File: src/design/fdc_status_pkg.sv
// Package with command kinds, states, bit positions and counts for the result status block
package fdc_status_pkg;
  // Command kinds reported by the command engine
  typedef enum logic [3:0] {
    CMD_READ, CMD_WRITE, CMD_WRITE_DEL, CMD_FORMAT, CMD_SCAN,
    CMD_READ_ID, CMD_READ_CYL, CMD_SEEK, CMD_RECAL, CMD_OTHER
  } cmd_t;
  // Block state
  typedef enum logic [1:0] {ST_IDLE, ST_EXEC, ST_RESULT} state_t;
  // Termination codes (top two bits of the first status byte)
  localparam logic [1:0] TERM_NORMAL = 2'h0;
  localparam logic [1:0] TERM_ABNORMAL = 2'h1;
  localparam logic [1:0] TERM_INVALID = 2'h2;
  localparam logic [1:0] TERM_READY_CHG = 2'h3;
  // First status byte bit positions
  localparam int TERM_HI_BIT = 7;
  localparam int TERM_LO_BIT = 6;
  localparam int SEEK_BIT = 5;
  localparam int EQUIP_BIT = 4;
  localparam int NREADY_BIT = 3;
  localparam int HEAD_BIT = 2;
  localparam int UNIT_HI_BIT = 1;
  localparam int UNIT_LO_BIT = 0;
  // Second status byte bit positions
  localparam int EOC_BIT = 7;
  localparam int CRC_BIT = 5;
  localparam int OVERRUN_BIT = 4;
  localparam int NODATA_BIT = 2;
  localparam int WPROT_BIT = 1;
  localparam int NOID_BIT = 0;
  // Result byte selector values
  localparam logic SEL_FIRST = 1'b0;
  localparam logic SEL_SECOND = 1'b1;
  // Step pulses allowed before recalibration gives up
  localparam logic [6:0] RECAL_STEP_LIMIT = 7'h4d;
  // Reset values
  localparam logic [7:0] STATUS_RESET = 8'h00;
  localparam logic [6:0] STEP_RESET = 7'h00;
endpackage

File: src/design/pin_sync.sv
// Two-stage synchroniser for one drive input pin
`timescale 1ns/1ps
module pin_sync (
  input wire logic clock, // Controller clock
  input wire logic nrst, // Synchronous reset, active low
  input wire logic pinIn, // Asynchronous pin level
  output logic pinSync // Level safe to use on clock
);
  logic meta_r; // First stage, read only by the second stage

  // Two flops to settle metastability before any logic looks at the pin
  always_ff @(posedge clock) begin
    if (!nrst) begin
      // Keep shifting during reset: a reset of two or more cycles then leaves the pin's
      // real level here, so the edge watch behind us sees no false edge at release
      meta_r <= pinIn;
      pinSync <= meta_r;
    end else begin
      meta_r <= pinIn;
      pinSync <= meta_r;
    end
  end
endmodule

File: src/design/fdc_result_status_flags.sv
// Result-phase first and second status byte generation for the diskette controller
//
// Behaviour
// - Code 00 on correct completion
// - Code 01 when started command fails
// - Code 10 for invalid never-started command
// - Code 11 when ready changes mid-command
// - Seek-complete flag set when seek finishes
// - Equipment check on drive fault input
// - Equipment check after 77 steps without track zero
// - Not-ready when read/write hits unready drive
// - Not-ready for side 1 on single-sided during read/write
// - Bit 2 holds head at interrupt
// - Bits 1:0 hold unit at interrupt
// - End-of-cylinder when passing last sector
// - Second byte bits 6 and 3 zero
// - Data-error flag on any CRC failure
// - Overrun flag when transfer not serviced
// - No-data when read/write-deleted/scan misses sector
// - No-data when read ID finds no clean ID
// - No-data when read cylinder misses start
// - Not-writable on write-protect during writes/format
// - Missing-ID-mark flag when no ID mark
// - Missing ID mark also sets missing data mark
// - Missing data mark when no data mark
`timescale 1ns/1ps
module fdc_result_status_flags
  import fdc_status_pkg::*;
(
  input wire logic clock, // Controller clock, 100 MHz
  input wire logic nrst, // Synchronous reset, active low
  input wire logic cmdStart, // Pulse: a valid command begins execution
  input wire cmd_t cmdKind, // Kind of the starting command, valid with cmdStart
  input wire logic cmdInvalid, // Pulse: an invalid command was issued
  input wire logic cmdDone, // Pulse: execution ended, interrupt raised
  input wire logic cmdFailed, // With cmdDone: execution did not succeed
  input wire logic headSel, // Side selected by the engine
  input wire logic [1:0] unitSel, // Drive unit selected by the engine
  input wire logic stepPulse, // Pulse: one step pulse issued to the drive
  input wire logic seekDone, // Pulse: seek positioning finished
  input wire logic pastEndCyl, // Pulse: access beyond last sector
  input wire logic crcError, // Pulse: CRC failed in ID or data field
  input wire logic dataOverrun, // Pulse: transfer not serviced in time
  input wire logic sectorMiss, // Pulse: requested sector not found
  input wire logic idReadFail, // Pulse: no error-free ID field read
  input wire logic startSectorMiss, // Pulse: starting sector not found
  input wire logic noIdMark, // Pulse: ID address mark not detected
  input wire logic noDataMark, // Pulse: neither data nor deleted data mark
  input wire logic driveFaultPin, // Drive fault pin, asynchronous
  input wire logic trackZeroPin, // Drive track-zero pin, asynchronous
  input wire logic driveReadyPin, // Drive ready pin, asynchronous
  input wire logic writeProtPin, // Drive write-protect pin, asynchronous
  input wire logic twoSidedPin, // Drive two-sided pin, asynchronous
  input wire logic hostRd, // Pulse: host reads a result byte
  input wire logic hostSel, // Which byte: 0 first, 1 second
  output logic [7:0] rdData, // Result byte, registered
  output logic missingDataMark, // Missing data mark flag for third byte
  output logic resultPending // High while status bytes await reading
);
  state_t state_r; // Block state
  cmd_t kind_r; // Kind of the running command
  logic [1:0] term_r; // Termination code
  logic seek_r, equip_r, nready_r, head_r; // First byte flags
  logic [1:0] unit_r; // Unit at interrupt
  logic eoc_r, crc_r, overrun_r, nodata_r, wprot_r, noid_r, nodm_r; // Error flags
  logic readyChg_r; // Ready changed while executing
  logic readyPrev_r; // Ready level one cycle ago
  logic [6:0] steps_r; // Step pulses counted in recalibration
  logic secondRead_r; // Second byte has been read
  logic faultS, tzS, readyS, wpS, twoS; // Synchronised pins
  logic live; // Events are being captured
  logic isRdWr, isWriteKind, startRdWr; // Command classes
  logic [7:0] firstByte, secondByte; // Assembled status bytes
  logic recalGiveUp; // Recalibration failed to reach track zero
  logic startOk; // Start accepted, only outside execution

  // One synchroniser per drive pin
  pin_sync uFault (.clock(clock), .nrst(nrst), .pinIn(driveFaultPin), .pinSync(faultS));
  pin_sync uTz (.clock(clock), .nrst(nrst), .pinIn(trackZeroPin), .pinSync(tzS));
  pin_sync uReady (.clock(clock), .nrst(nrst), .pinIn(driveReadyPin), .pinSync(readyS));
  pin_sync uWp (.clock(clock), .nrst(nrst), .pinIn(writeProtPin), .pinSync(wpS));
  pin_sync uTwo (.clock(clock), .nrst(nrst), .pinIn(twoSidedPin), .pinSync(twoS));

  // Capture only while executing; frozen results stay put for the host
  assign live = (state_r == ST_EXEC);
  assign isRdWr = (kind_r inside {CMD_READ, CMD_WRITE, CMD_WRITE_DEL, CMD_SCAN, CMD_READ_ID, CMD_READ_CYL});
  assign isWriteKind = (kind_r inside {CMD_WRITE, CMD_WRITE_DEL, CMD_FORMAT});
  assign startRdWr = cmdKind inside {CMD_READ, CMD_WRITE, CMD_WRITE_DEL, CMD_SCAN, CMD_READ_ID, CMD_READ_CYL};
  assign recalGiveUp = live && (kind_r == CMD_RECAL) && (steps_r == RECAL_STEP_LIMIT) && !tzS;
  // A start during execution is ignored by the lifecycle, so it must not clear flags either
  assign startOk = cmdStart && !live;

  // Command lifecycle: idle, executing, result held until the second byte is read
  always_ff @(posedge clock) begin
    if (!nrst) begin
      state_r <= ST_IDLE;
      kind_r <= CMD_OTHER;
      secondRead_r <= 1'b0;
    end else begin
      case (state_r)
        ST_IDLE, ST_RESULT: begin
          // A new command restarts even if the host skipped reading
          if (cmdStart) begin
            state_r <= ST_EXEC;
            kind_r <= cmdKind;
            secondRead_r <= 1'b0;
          end else if (cmdInvalid) begin
            state_r <= ST_RESULT;
            secondRead_r <= 1'b0;
          end else if (state_r == ST_RESULT && hostRd && hostSel == SEL_SECOND) begin
            secondRead_r <= 1'b1;
            state_r <= ST_IDLE;
          end
        end
        ST_EXEC: begin
          if (cmdDone) begin
            state_r <= ST_RESULT;
          end
        end
        default: begin
          state_r <= ST_IDLE;
        end
      endcase
    end
  end

  // Termination code, head and unit latched at interrupt
  always_ff @(posedge clock) begin
    if (!nrst) begin
      term_r <= TERM_NORMAL;
      head_r <= 1'b0;
      unit_r <= 2'h0;
    end else if (state_r != ST_EXEC && !cmdStart && cmdInvalid) begin
      term_r <= TERM_INVALID;
      head_r <= headSel;
      unit_r <= unitSel;
    end else if (live && cmdDone) begin
      head_r <= headSel;
      unit_r <= unitSel;
      if (readyChg_r || (readyPrev_r != readyS)) begin
        term_r <= TERM_READY_CHG;
      end else if (cmdFailed || nready_r) begin
        term_r <= TERM_ABNORMAL;
      end else begin
        term_r <= TERM_NORMAL;
      end
    end
  end

  // Ready watch during execution
  always_ff @(posedge clock) begin
    if (!nrst) begin
      readyPrev_r <= readyS; // Start from the settled level, no false edge
      readyChg_r <= 1'b0;
    end else begin
      readyPrev_r <= readyS;
      if (startOk) begin
        readyChg_r <= 1'b0;
      end else if (live && readyPrev_r != readyS) begin
        readyChg_r <= 1'b1;
      end
    end
  end

  // Step counter for recalibration; saturates at the limit
  always_ff @(posedge clock) begin
    if (!nrst) begin
      steps_r <= STEP_RESET;
    end else if (startOk) begin
      steps_r <= STEP_RESET;
    end else if (live && kind_r == CMD_RECAL && stepPulse && steps_r != RECAL_STEP_LIMIT) begin
      steps_r <= steps_r + 7'h01;
    end
  end

  // First byte flags; a start is taken only outside execution, where events are refused,
  // so the clear at start never hides an event in the same cycle
  always_ff @(posedge clock) begin
    if (!nrst) begin
      seek_r <= 1'b0;
      equip_r <= 1'b0;
      nready_r <= 1'b0;
    end else if (startOk) begin
      seek_r <= 1'b0;
      equip_r <= faultS;
      nready_r <= startRdWr && !readyS;
    end else if (live) begin
      seek_r <= seek_r | (seekDone && kind_r == CMD_SEEK);
      equip_r <= equip_r | faultS | recalGiveUp;
      nready_r <= nready_r | (isRdWr && ((!readyS) || (headSel && !twoS)));
    end
  end

  // Second byte error flags and missing data mark
  always_ff @(posedge clock) begin
    if (!nrst) begin
      eoc_r <= 1'b0;
      crc_r <= 1'b0;
      overrun_r <= 1'b0;
      nodata_r <= 1'b0;
      wprot_r <= 1'b0;
      noid_r <= 1'b0;
      nodm_r <= 1'b0;
    end else if (startOk) begin
      eoc_r <= 1'b0;
      crc_r <= 1'b0;
      overrun_r <= 1'b0;
      nodata_r <= 1'b0;
      wprot_r <= 1'b0;
      noid_r <= 1'b0;
      nodm_r <= 1'b0;
    end else if (live) begin
      eoc_r <= eoc_r | pastEndCyl;
      crc_r <= crc_r | crcError;
      overrun_r <= overrun_r | dataOverrun;
      nodata_r <= nodata_r
        | (sectorMiss && (kind_r inside {CMD_READ, CMD_WRITE_DEL, CMD_SCAN}))
        | (idReadFail && kind_r == CMD_READ_ID)
        | (startSectorMiss && kind_r == CMD_READ_CYL);
      wprot_r <= wprot_r | (isWriteKind && wpS);
      noid_r <= noid_r | noIdMark;
      nodm_r <= nodm_r | noIdMark | noDataMark;
    end
  end

  // Byte assembly; unused bits of the second byte stay low
  always_comb begin
    firstByte = STATUS_RESET;
    firstByte[TERM_HI_BIT:TERM_LO_BIT] = term_r;
    firstByte[SEEK_BIT] = seek_r;
    firstByte[EQUIP_BIT] = equip_r;
    firstByte[NREADY_BIT] = nready_r;
    firstByte[HEAD_BIT] = head_r;
    firstByte[UNIT_HI_BIT:UNIT_LO_BIT] = unit_r;
    secondByte = STATUS_RESET;
    secondByte[EOC_BIT] = eoc_r;
    secondByte[CRC_BIT] = crc_r;
    secondByte[OVERRUN_BIT] = overrun_r;
    secondByte[NODATA_BIT] = nodata_r;
    secondByte[WPROT_BIT] = wprot_r;
    secondByte[NOID_BIT] = noid_r;
  end

  // Host read port: data registered one cycle after the read strobe
  always_ff @(posedge clock) begin
    if (!nrst) begin
      rdData <= STATUS_RESET;
    end else if (hostRd) begin
      rdData <= (hostSel == SEL_SECOND) ? secondByte : firstByte;
    end
  end

  assign missingDataMark = nodm_r;
  assign resultPending = (state_r == ST_RESULT) && !secondRead_r;

  chk_invalid_code: assert property (@(posedge clock) disable iff (!nrst)
    (state_r == ST_IDLE && cmdInvalid && !cmdStart) |=> term_r == TERM_INVALID)
    else $error("invalid command did not give code 10");
  chk_ready_code: assert property (@(posedge clock) disable iff (!nrst)
    (live && readyChg_r && cmdDone) |=> term_r == TERM_READY_CHG)
    else $error("ready change did not give code 11");
  chk_fail_code: assert property (@(posedge clock) disable iff (!nrst)
    (live && cmdDone && cmdFailed && !readyChg_r && readyPrev_r == readyS) |=> term_r == TERM_ABNORMAL)
    else $error("failed command did not give code 01");
  chk_fault_equip: assert property (@(posedge clock) disable iff (!nrst)
    (live && faultS && !cmdDone) |=> equip_r)
    else $error("fault did not set equipment check");
  chk_recal_limit: assert property (@(posedge clock) disable iff (!nrst)
    (steps_r != STEP_RESET) |-> steps_r <= RECAL_STEP_LIMIT)
    else $error("step count passed the limit");
  chk_unused_zero: assert property (@(posedge clock) disable iff (!nrst)
    $past(hostRd) && $past(hostSel) |-> rdData[6] == 1'b0 && rdData[3] == 1'b0)
    else $error("unused second byte bits not zero");
  chk_id_data_mark: assert property (@(posedge clock) disable iff (!nrst)
    noid_r |-> nodm_r)
    else $error("missing ID mark without missing data mark");
  chk_held_result: assert property (@(posedge clock) disable iff (!nrst)
    (state_r == ST_RESULT && !cmdStart && !cmdInvalid) |=> $stable(secondByte) && $stable(term_r))
    else $error("status changed while held for host");
  chk_crc_flag: assert property (@(posedge clock) disable iff (!nrst)
    (live && crcError) |=> ##[0:1] crc_r)
    else $error("CRC error not flagged");
  // Flag setting and clearing, each watched where its condition arises
  chk_normal_code: assert property (@(posedge clock) disable iff (!nrst)
    (live && cmdDone && !cmdFailed && !nready_r && !readyChg_r && readyPrev_r == readyS) |=> term_r == TERM_NORMAL)
    else $error("clean completion did not give code 00");
  chk_seek_flag: assert property (@(posedge clock) disable iff (!nrst)
    (live && kind_r == CMD_SEEK && seekDone) |=> seek_r)
    else $error("seek end not flagged");
  chk_recal_equip: assert property (@(posedge clock) disable iff (!nrst)
    (live && kind_r == CMD_RECAL && steps_r == RECAL_STEP_LIMIT && !tzS) |=> equip_r)
    else $error("recalibration give-up not flagged");
  chk_not_ready: assert property (@(posedge clock) disable iff (!nrst)
    (live && isRdWr && !readyS) |=> nready_r)
    else $error("unready drive not flagged");
  chk_single_side: assert property (@(posedge clock) disable iff (!nrst)
    (live && isRdWr && headSel && !twoS) |=> nready_r)
    else $error("side 1 of single-sided drive not flagged");
  chk_wprot_flag: assert property (@(posedge clock) disable iff (!nrst)
    (live && isWriteKind && wpS) |=> wprot_r)
    else $error("write protect not flagged");
  chk_head_unit: assert property (@(posedge clock) disable iff (!nrst)
    (live && cmdDone) |=> head_r == $past(headSel) && unit_r == $past(unitSel))
    else $error("head or unit not latched at interrupt");
  chk_start_clear: assert property (@(posedge clock) disable iff (!nrst)
    (startOk && !faultS) |=> !seek_r && !equip_r && !eoc_r && !crc_r && !noid_r && !nodm_r)
    else $error("flags not cleared at command start");
endmodule

File: config.mk
export PLATFORM = sky130hd
export DESIGN_NAME = fdc_result_status_flags
export DESIGN_NICKNAME = d
export VERILOG_FILES = /design/src/design/fdc_status_pkg.sv /design/src/design/pin_sync.sv /design/src/design/fdc_result_status_flags.sv
export SDC_FILE = /design/constraint.sdc
export NUM_CORES = 1
export LEC_CHECK = 0
export ABC_CLOCK_PERIOD_IN_PS = 1500
export BUFFER_PORTS_ARGS = -buffer_cell sky130_fd_sc_hd__buf_2
export CORE_MARGIN = 5
export CORE_UTILIZATION = 35
export CTS_CLUSTER_SIZE = 25
export DETAILED_ROUTE_END_ITERATION = 7
export GPL_TIMING_DRIVEN = 0
export PLACE_DENSITY = 0.66
export RECOVER_POWER = 25
export SYNTH_ARGS = -nofsm -noshare
export SYNTH_HDL_FRONTEND = slang
export SYNTH_SLANG_ARGS = --single-unit
File: constraint.sdc
create_clock -name clock -period 1.5 [get_ports clock]
set_input_delay 0.225 -clock clock [delete_from_list [all_inputs] [get_ports clock]]
set_output_delay 0.225 -clock clock [all_outputs]
set_load 0.005 [all_outputs]
### Yosys cells after proc, flatten, opt, wreduce, memory -nomap -nowiden

Index checks and enable logic that the tools add are counted.

| storage, ports and cells | value |
|---|---|
| register bits | 49 |
| latch bits | 0 |
| RAM bits | 0 |
| ROM bits | 0 |
| output and inout port bits | 10 |
| word-level logic and storage cells | 135 |
| memories | 0 |

| operators by class | value |
|---|---|
| add/sub/neg operators | 1 |
| multiply operators | 0 |
| div/mod/pow operators | 0 |
| $lt $le $gt $ge | 0 |
| equal/unequal tests | 21 |
| shift operators | 0 |
| multiplexer cells | 21 |
| bitwise logic cells | 15 |
| reduce and logical (&&, ||, !) cells | 46 |

Operator list:

| kind | count |
|---|---|
| $eq 4x3->1 const B | 7 |
| $logic_and 1x1->1 | 21 |
| $mux 2 | 9 |
| $or 1x1->1 | 14 |
| $eq 4x2->1 const B | 3 |
| $reduce_bool 6->1 | 2 |
| $mux 1 | 10 |
| $reduce_bool 3->1 | 3 |
| $eq 4x1->1 const B | 2 |
| $logic_not 4->1 | 2 |
| $mux 8 | 1 |
| $add 7x1->7 const B | 1 |
| $eq 7x7->1 const B | 1 |
| $ne 7x7->1 const B | 1 |
| $logic_not 1->1 | 6 |
| $reduce_and 2->1 | 3 |
| $reduce_or 2->1 | 3 |
| $eq 4x4->1 const B | 1 |
| $ne 4x4->1 const B | 1 |
| $pmux 2 s2 | 1 |
| $reduce_bool 2->1 | 2 |
| $logic_or 1x1->1 | 3 |
| $eq 2x1->1 const B | 1 |
| $eq 2x2->1 const B | 1 |
| 5 further kinds | 5 |

### Logic depth before layout (Yosys ltp)

Gate-level depths: netlist (run 1).

| depth | value |
|---|---|
| depth in word-level cells | 7 |
| mapped depth | 7 |

### Modules after synthesis

Synthesis (run 1) repeated with hierarchy kept, for this count alone.

| unflattened totals | value |
|---|---|
| cells, all modules | 202 |
| area, all modules | 1909.3 sq um |

Modules (own cells, without submodules):

| module | instances | cells each | area an instance (sq um) |
|---|---|---|---|
| fdc_result_status_flags | 1 | 192 | 1709.1 |
| pin_sync | 5 | 2 | 40.0 |

### Worst setup path before layout (run 1)

Ideal clock, no wire load.

| timing path | value |
|---|---|
| kind | reg-to-reg |
| from | reg kind_r[0] |
| to | reg steps_r[3] |
| library setup time | 0.070 ns |
| arrival | 1.454 ns |
| required time | 1.430 ns |
| setup slack | -0.024 ns |
| cell stages (with the launch flop) | 5 |
| clock period less this slack | 1.524 ns |
| cells stage by stage | dfxtp_1 nor4b_4 nand3_2 or4_1 a21oi_1 |

| on the way | value |
|---|---|
| longest elaborated chain between the ends | 4 |

RTL lines:

| what | RTL line | text |
|---|---|---|
| from (decl) | fdc_result_status_flags.sv:61 | `cmd_t kind_r;` |
| from (signal assigned) | fdc_result_status_flags.sv:105 | `kind_r <= cmdKind;` |
| $eq 4x4->1 | fdc_result_status_flags.sv:171 | `end else if (live && kind_r == CMD_RECAL && stepPulse && steps_r != RECAL_STEP_LIMIT) begin` |
| $logic_and 1x1->1 (3 in series) | fdc_result_status_flags.sv:171 |  |
| to (signal assigned) | fdc_result_status_flags.sv:172 | `steps_r <= steps_r + 7'h01;` |
| to (decl) | fdc_result_status_flags.sv:68 | `logic [6:0] steps_r;` |

Every way passes these cells.
A chain may end at the register's enable or synchronous reset.

### Final worst setup path (run 1)

| timing path | value |
|---|---|
| from | reg kind_r[1] |
| to | reg steps_r[1] |

Same word-level chain as after synthesis.

==> flow_summary_export.csv, run 1 <==
group,metric,value,unit
routing,drcViolationCount,0,
run,drv_cap,0,
place,port_buffers,36,
timing,min_period,1.52,ns
synthesis,synth_xor_area_share,0.459,%
timing,hold_viol,0,
global_routing,grt_max_degree,14,
synthesis,netlist_area,1910,um2
floorplan,dieArea,7030,um2
floorplan,start_util,36.7,%
synthesis,synthFlopType,"dfxtp_1",
routing,routed-via-count,1590,
clocking,cts_tree,"built",
synthesis,syn_inst,202,
clocking,clkLatencyLatePin,0.30,ns
synthesis,synth_compound_gate_area_share,14.8,%
pwr,leakagePower,0.971,nW
clocking,clockBufferDepth,2,
synthesis,synth_top_area_share,51.4,%
synthesis,yosys.area.top_type,"dfxtp_1",
floorplan,die_h,83.8,um
final_layout,final_nets,284,
global_routing,grt_usage,12.8,%
global_routing,grt_pass1_vias,1508,
timing,slew_viol_final,0,
final_layout,layout-drive-gt1-share,28.2,%
run_status,status,"finished, violations left",
final_layout,syn_to_final_growth,25.2,%
place,gp_congestion,0.768,
synthesis,ys_seq_area_share,51.4,%
pwr,power.density,1010,nW/um2
setup_path,worstPathRequired,1.72,ns
timing,finalWorstSetupSlack,-0.0181,ns
place,dpl.hpwl,3070,um
synthesis,synth_top_family_by_area,"simple AND/OR/NAND/NOR gates",
floorplan,io_pins,40,
synthesis,yosys.area_share.simple,21.6,%
synthesis,postSynthAreaPerCell,9.45,um2
global_routing,antenna_found_initial,0,
synthesis,synth_fa_ha_area_share,1.31,%
setup_path,arrival,1.74,ns
clocking,cts_made_buffers,5,
timing,fin_skew,0.00555,ns
timing,maxSlewHeadroom,64.2,%
floorplan,row_count,26,
synthesis,synth_warnings,0,
timing,rsz0062_at_grt,"true",
synthesis,synth_edf_count,0,
synthesis,synthArstFlopShare,0,%
timing,hold_slack,0.0245,ns
synthesis,netlist_top_cells_area,"dfxtp_1, mux2i_1, a21oi_1",
synthesis,synth_cell_type_count,37,
pwr,ir_worst_vdd,712,uV
synthesis,ys_seq_elements,49,
setup_path,crit_fanout,5,
synthesis,synth_mux_area_share,7.34,%
global_routing,grt_remaining_overflow,0,
routing,drtPass1Iterations,4,
timing,post-route-period-util,101,%
timing,finalSetupViolCount,3,
clocking,root_buffer,"clkbuf_8",
setup_path,crit_path_start_kind,"flop",
global_routing,grt_pass1_wl,7300,um
timing,fmax,0.659,GHz
routing,wl_per_cell,13.3,um
setup_path,path_class,"reg -> reg",
setup_path,end_kind,"flop",
floorplan,coreArea,5200,um2
clocking,clk_pin_slew,0.08,ns
timing,worst_pin_slew,0.537,ns
routing,drtIter0Drc,69,
run_status,violations,"negative setup slack",
routing,routed_wirelength,4300,um
final_layout,antenna_cells,0,
floorplan,die_x,83.8,um
synthesis,syn_nets,234,
clocking,htreeDepth,2,
routing,ant_nets,0,
worst_hold_path,hp-class,"in -> reg",
clocking,cts.sinks,49,
timing,setup_tns,-0.0314,ns
routing,drt-vias-per-instance,4.94,
## report_power, final
| part | internal, W | switching (W) | leakage (nW) | total (W) |
|---|---|---|---|---|
| clock | 0.000366 | 0.000405 | 0.0443 | 0.000771 |
| sequential | 0.00135 | 0.0000386 | 0.406 | 0.00139 |
| combinational | 0.000120 | 0.000131 | 0.520 | 0.000251 |
## area by class of cell
class | count | area, um2
flip-flops and latches | 49 | 1000
clock buffers | 7 | 86.3
fillers | 525 | 2820
inverters | 6 | 22.5
well taps | 70 | 87.6
repair buffers | 43 | 234
plain buffers | 9 | 48.8
multi-input cells | 138 | 911
## synthesized netlist by cell type (all sizes together) (2+ instances only)
master   n
nor3     4
nor3b    2
inv      5
or4      2
nand3    5
nand4    3
dfxtp   49
nand2b  10
nor2    25
nand3b   2
mux2i   14
and4     2
nor4     3
nand2    8
ha       2
clkbuf   8
o21ai    7
a21oi   24
o21a     3
or3      2
a211oi   7
## repair_timing
| action | CTS | global route |
|---|---|---|
| gates resized for setup | 18 | 10 |
| pin swaps | 8 | 4 |
| hold buffers | 0 | 0 |
| setup endpoints to repair | 18 | 16 |
| buffers inserted | 5 | 1 |
| cloned | 1 | 0 |
## layout by cell type (no fill, tap or decap), types with 2 or more instances in the layout
| master | Yosys | routed |
|---|---|---|
| o21a_1 | 3 | 3 |
| nor4_1 | 3 | 2 |
| nand2b_1 | 10 | 9 |
| or4_1 | 2 | 2 |
| a211oi_1 | 7 | 7 |
| o21ai_0 | 7 | 7 |
| buf_6 | 0 | 2 |
| clkbuf_8 | 0 | 6 |
| nand3b_1 | 2 | 2 |
| dfxtp_1 | 49 | 42 |
| mux2i_1 | 14 | 14 |
| nor3b_1 | 2 | 2 |
| buf_4 | 0 | 6 |
| a21oi_1 | 24 | 24 |
| nor3_1 | 4 | 4 |
| dfxtp_4 | 0 | 4 |
| dfxtp_2 | 0 | 3 |
| nor2_1 | 25 | 25 |
| nand3_1 | 4 | 4 |
| nand4_1 | 3 | 3 |
| inv_1 | 5 | 4 |
| and4_1 | 2 | 2 |
| buf_2 | 1 | 36 |
| nand2_1 | 8 | 7 |
| or3_1 | 2 | 2 |
| clkbuf_1 | 8 | 7 |
## metrics by stage
stage / instances / area (um2) / total power [W] / worst slack [ns] / util (%)
5_1_grt: 322 / 2390 / 0.00255 / -0.145 / 45.9
4_1_cts: 321 / 2360 / 0.00245 / -0.0353 / 45.3
3_3_place_gp: 308 / 2180 / 0.00166 / -0.213 / 41.9
2_1_floorplan: 202 / 1910 / 0.00157 / 0.00810 / -
3_5_place_dp: 308 / 2180 / 0.00166 / -0.260 / 41.9
6_report: 322 / 2390 / 0.00242 / -0.0181 / 45.9
## kinds of logic after synthesis
kind of cell,after synthesis
mux,14
buf+inv,15
compound gates,47
fa+ha+maj,2
xor+xnor,1
flops,49
simple gates,74
## registers in the layout (all words and copies together), names as in the netlist, 2 cells and up
register and count:
unit_r 2, term_r 2, rdData 8, state_r 2
steps_r 7, kind_r 4
## layer usage
layer / vias up / track usage (%) / wire [um]
met4: 0 / 4.82 / 55
li1: 814 / - / -
met3: 4 / 3.95 / 261
met1: 727 / 18.5 / 2130
met5: - / 0 / 0
met2: 45 / 17.6 / 1850
## final timing paths
path                      start             end  slack, ns  depth (start not counted)
setup / recovery      kind_r[1]      steps_r[1]      -0.02                          5
hold / removal    driveReadyPin   uReady.meta_r       0.02                          1
setup reg to reg      kind_r[1]      steps_r[1]      -0.02                          5
hold reg to reg   uReady.meta_r  uReady.pinSync       0.33                          0
## worst max-delay path: stages (launching register included)
cell     delay, ns
dfxtp_4       0.36
nor4b_4       0.37
nand3_2       0.14
buf_6         0.15
or3_1         0.31
a21oi_1       0.12
(Power assumes the default switching activity.)
==> run 2: changes to the inputs <==
--- a/config.mk
+++ b/config.mk
@@ -12,8 +12,9 @@
 export CTS_CLUSTER_SIZE = 25
 export DETAILED_ROUTE_END_ITERATION = 7
 export GPL_TIMING_DRIVEN = 0
-export PLACE_DENSITY = 0.66
+export PLACE_DENSITY = 0.61
 export RECOVER_POWER = 25
 export SYNTH_ARGS = -nofsm -noshare
 export SYNTH_HDL_FRONTEND = slang
+export SYNTH_HIERARCHICAL = 1
 export SYNTH_SLANG_ARGS = --single-unit
==> run 2 against run 1 <==
Compared with the run above: the run still ends with negative setup slack left; critical path depth fell by 1; power up 1.5%; core utilization decreased by 0.22 points; via count down 1.1%; synthesized cell count is the same; first-iteration DRC count rose by 10%; global-route usage shrank 0.38 points; critical path type unchanged; largest cell class unchanged.
==> flow_summary_export.csv, run 2 <==
group,metric,value,unit
run_status,status,"finished, violations left",
run_status,violations,"negative setup slack",
pwr,pwr-share-seq,56.8,%
pwr,switching_share,24.6,%
floorplan,start_util,36.7,%
routing,drcViolationCount,0,
synthesis,ys_seq_area_share,51.4,%
timing,rsz0062_at_grt,"true",
clocking,cts.sinks,49,
synthesis,synthFlopType,"dfxtp_1",
timing,finalWorstSetupSlack,-0.0728,ns
place,gp_congestion,0.750,
synthesis,synth_fa_ha_area_share,1.31,%
run,drv_cap,0,
synthesis,synth.top_cells.by_count,"dfxtp_1, a21oi_1, nor2_1",
floorplan,die_h,83.9,um
synthesis,synthArstFlopShare,0,%
final_layout,largest_register_ffs,8,
synthesis,postSynthAreaPerCell,9.45,um2
final_layout,final_common_cell,"dfxtp_1",
pwr,combPwrFrac,10.4,%
timing,hold_viol,0,
final_layout,final_nets,282,
routing,wl_per_cell,13.2,um
routing,drt-vias-per-instance,4.90,
pwr,power.density,1030,nW/um2
clocking,htreeDepth,2,
global_routing,grt_remaining_overflow,0,
final_layout,top_regs,"rdData x8, steps_r x7, kind_r x4",
timing,fmax,0.636,GHz
place,dpl.hpwl,3080,um
global_routing,grt_pass1_wl,7070,um
synthesis,yosys.area.top_type,"dfxtp_1",
synthesis,synth_cell_type_count,38,
synthesis,netlist_top_cells_area,"dfxtp_1, mux2i_1, a21oi_1",
pwr,switchingPower,0.000603,W
global_routing,grt_usage,12.4,%
final_layout,syn_to_final_growth,24.6,%
routing,routed_wirelength,4230,um
synthesis,synth_mux_area_share,6.82,%
pwr,power,0.00245,W
clocking,cts_tree,"built",
floorplan,dieArea,7030,um2
pwr,p_int,0.00185,W
synthesis,netlist_area,1910,um2
synthesis,synth_top_area_share,51.4,%
setup_path,end_kind,"flop",
clocking,cts_made_buffers,5,
synthesis,yosys.area_share.simple,21.0,%
synthesis,ys_seq_elements,49,
timing,worst_pin_slew,0.535,ns
clocking,clockBufferDepth,2,
clocking,cts_hold_buf,0,
clocking,clkLatencyLatePin,0.30,ns
floorplan,die_x,83.9,um
global_routing,grt_max_degree,16,
setup_path,arrival,1.80,ns
place,port_buffers,36,
setup_path,worstPathRequired,1.73,ns
synthesis,synth_top_family_by_area,"simple AND/OR/NAND/NOR gates",
routing,drtPass1Iterations,4,
routing,drtIter0Drc,76,
floorplan,row_count,26,
synthesis,synth_warnings,6,
final_layout,antenna_cells,0,
synthesis,synth_compound_gate_area_share,16.1,%
pwr,leakagePower,0.963,nW
timing,finalSetupViolCount,7,
synthesis,syn_nets,234,
synthesis,syn_inst,202,
clocking,clk_pin_slew,0.09,ns
final_layout,layout-drive-gt1-share,27.5,%
final_layout,largest_register,"rdData",
setup_path,crit_path_start_kind,"flop",
global_routing,grt_pass1_vias,1458,
pwr,ir_worst_vdd,800,uV
synthesis,synth_edf_count,0,
floorplan,io_pins,40,
synthesis,synth_xor_area_share,0.459,%
setup_path,crit_fanout,3,
clocking,root_buffer,"clkbuf_8",
final_layout,final_cells,321,
final_layout,mostFrequentLayoutCells,"dfxtp_1, buf_2, a21oi_1, nor2_1, mux2i_1",
timing,min_period,1.57,ns
timing,slew_viol_final,0,
timing,post-route-period-util,105,%
routing,routed-via-count,1572,
routing,ant_nets,0,
timing,maxSlewHeadroom,64.3,%
timing,fin_skew,0.00790,ns
timing,setup_tns,-0.281,ns
pwr,pwr-share-clk,32.8,%
floorplan,coreArea,5200,um2
worst_hold_path,hp-class,"in -> reg",
synthesis,synth_most_common_cell,"dfxtp_1",
place,dpl.cell_count,308,
setup_path,path_class,"reg -> reg",
global_routing,antenna_found_initial,0,
## run 2: logic make-up (layout without fill, tap and decap cells)
logic type,after synthesis,count (layout)
and+or+nand+nor,72,72
muxes,13,13
buffers and inverters,15,64
AOI/OAI and AO/OA,50,50
DFF,49,49
xor gates and xnor gates,1,1
adders and majority gates,2,2
## run 2: power groups by stage
| stage | registers [W] | clock network (W) | logic (W) |
|---|---|---|---|
| 2_1_floorplan | 0.00142 | 0 | 0.000146 |
| 3_3_place_gp | 0.00143 | 0 | 0.000233 |
| 3_5_place_dp | 0.00143 | 0 | 0.000235 |
| 4_1_cts | 0.00139 | 0.000830 | 0.000252 |
| 5_1_grt | 0.00140 | 0.000878 | 0.000285 |
| 6_report | 0.00139 | 0.000805 | 0.000255 |
## run 2: worst paths after layout
check                     start  slack, ns        endpoint  cells after the start
hold reg to reg   uReady/meta_r       0.33  uReady/pinSync                      0
setup / recovery      kind_r[1]      -0.07      steps_r[4]                      4
setup reg to reg      kind_r[1]      -0.07      steps_r[4]                      4
hold / removal     writeProtPin       0.02      uWp/meta_r                      1
## run 2: layout make-up
class                   count  area (um2)
fillers                   531        2830
multi-input cells         138         913
clock inverters             2        13.8
well taps                  70        87.6
repair buffers             41         221
flip-flops and latches     49         998
inverters                   7        26.3
clock buffers               6        82.6
plain buffers               8        35.0
## run 2: critical path, cell delays in order (launching register included)
cell     delay (ns)
dfxtp_4        0.36
nor4b_4        0.35
nand4_1        0.21
or4_1          0.45
a21oi_1        0.15
## run 2: metrics by stage
stage	setup WS, ns	area (um2)	hold slack, ns	utilization, %
floorplan	0.0101	1910	0.253	-
global placement	-0.237	2180	0.311	41.9
detailed placement	-0.220	2180	0.315	41.9
CTS	-0.0923	2340	0.0105	45.0
global route	-0.140	2380	0.00924	45.7
finish	-0.0728	2380	0.0234	45.7
## run 2: layer usage
layer | part of all wire [%] | global-route usage [%] | up-vias
met5 | 0 | 0 | -
met1 | 51 | 16.8 | 719
met4 | 0.97 | 4.39 | 0
met2 | 44 | 18.6 | 31
met3 | 4.2 | 3.85 | 2
li1 | - | - | 820
## run 2: timing repair
| item | CTS | global route |
|---|---|---|
| setup endpoints to repair | 20 | 18 |
| resized for setup | 13 | 9 |
| setup buffers | 4 | 1 |
| pin swaps | 11 | 2 |
| endpoints found under the hold margin | 0 | 0 |
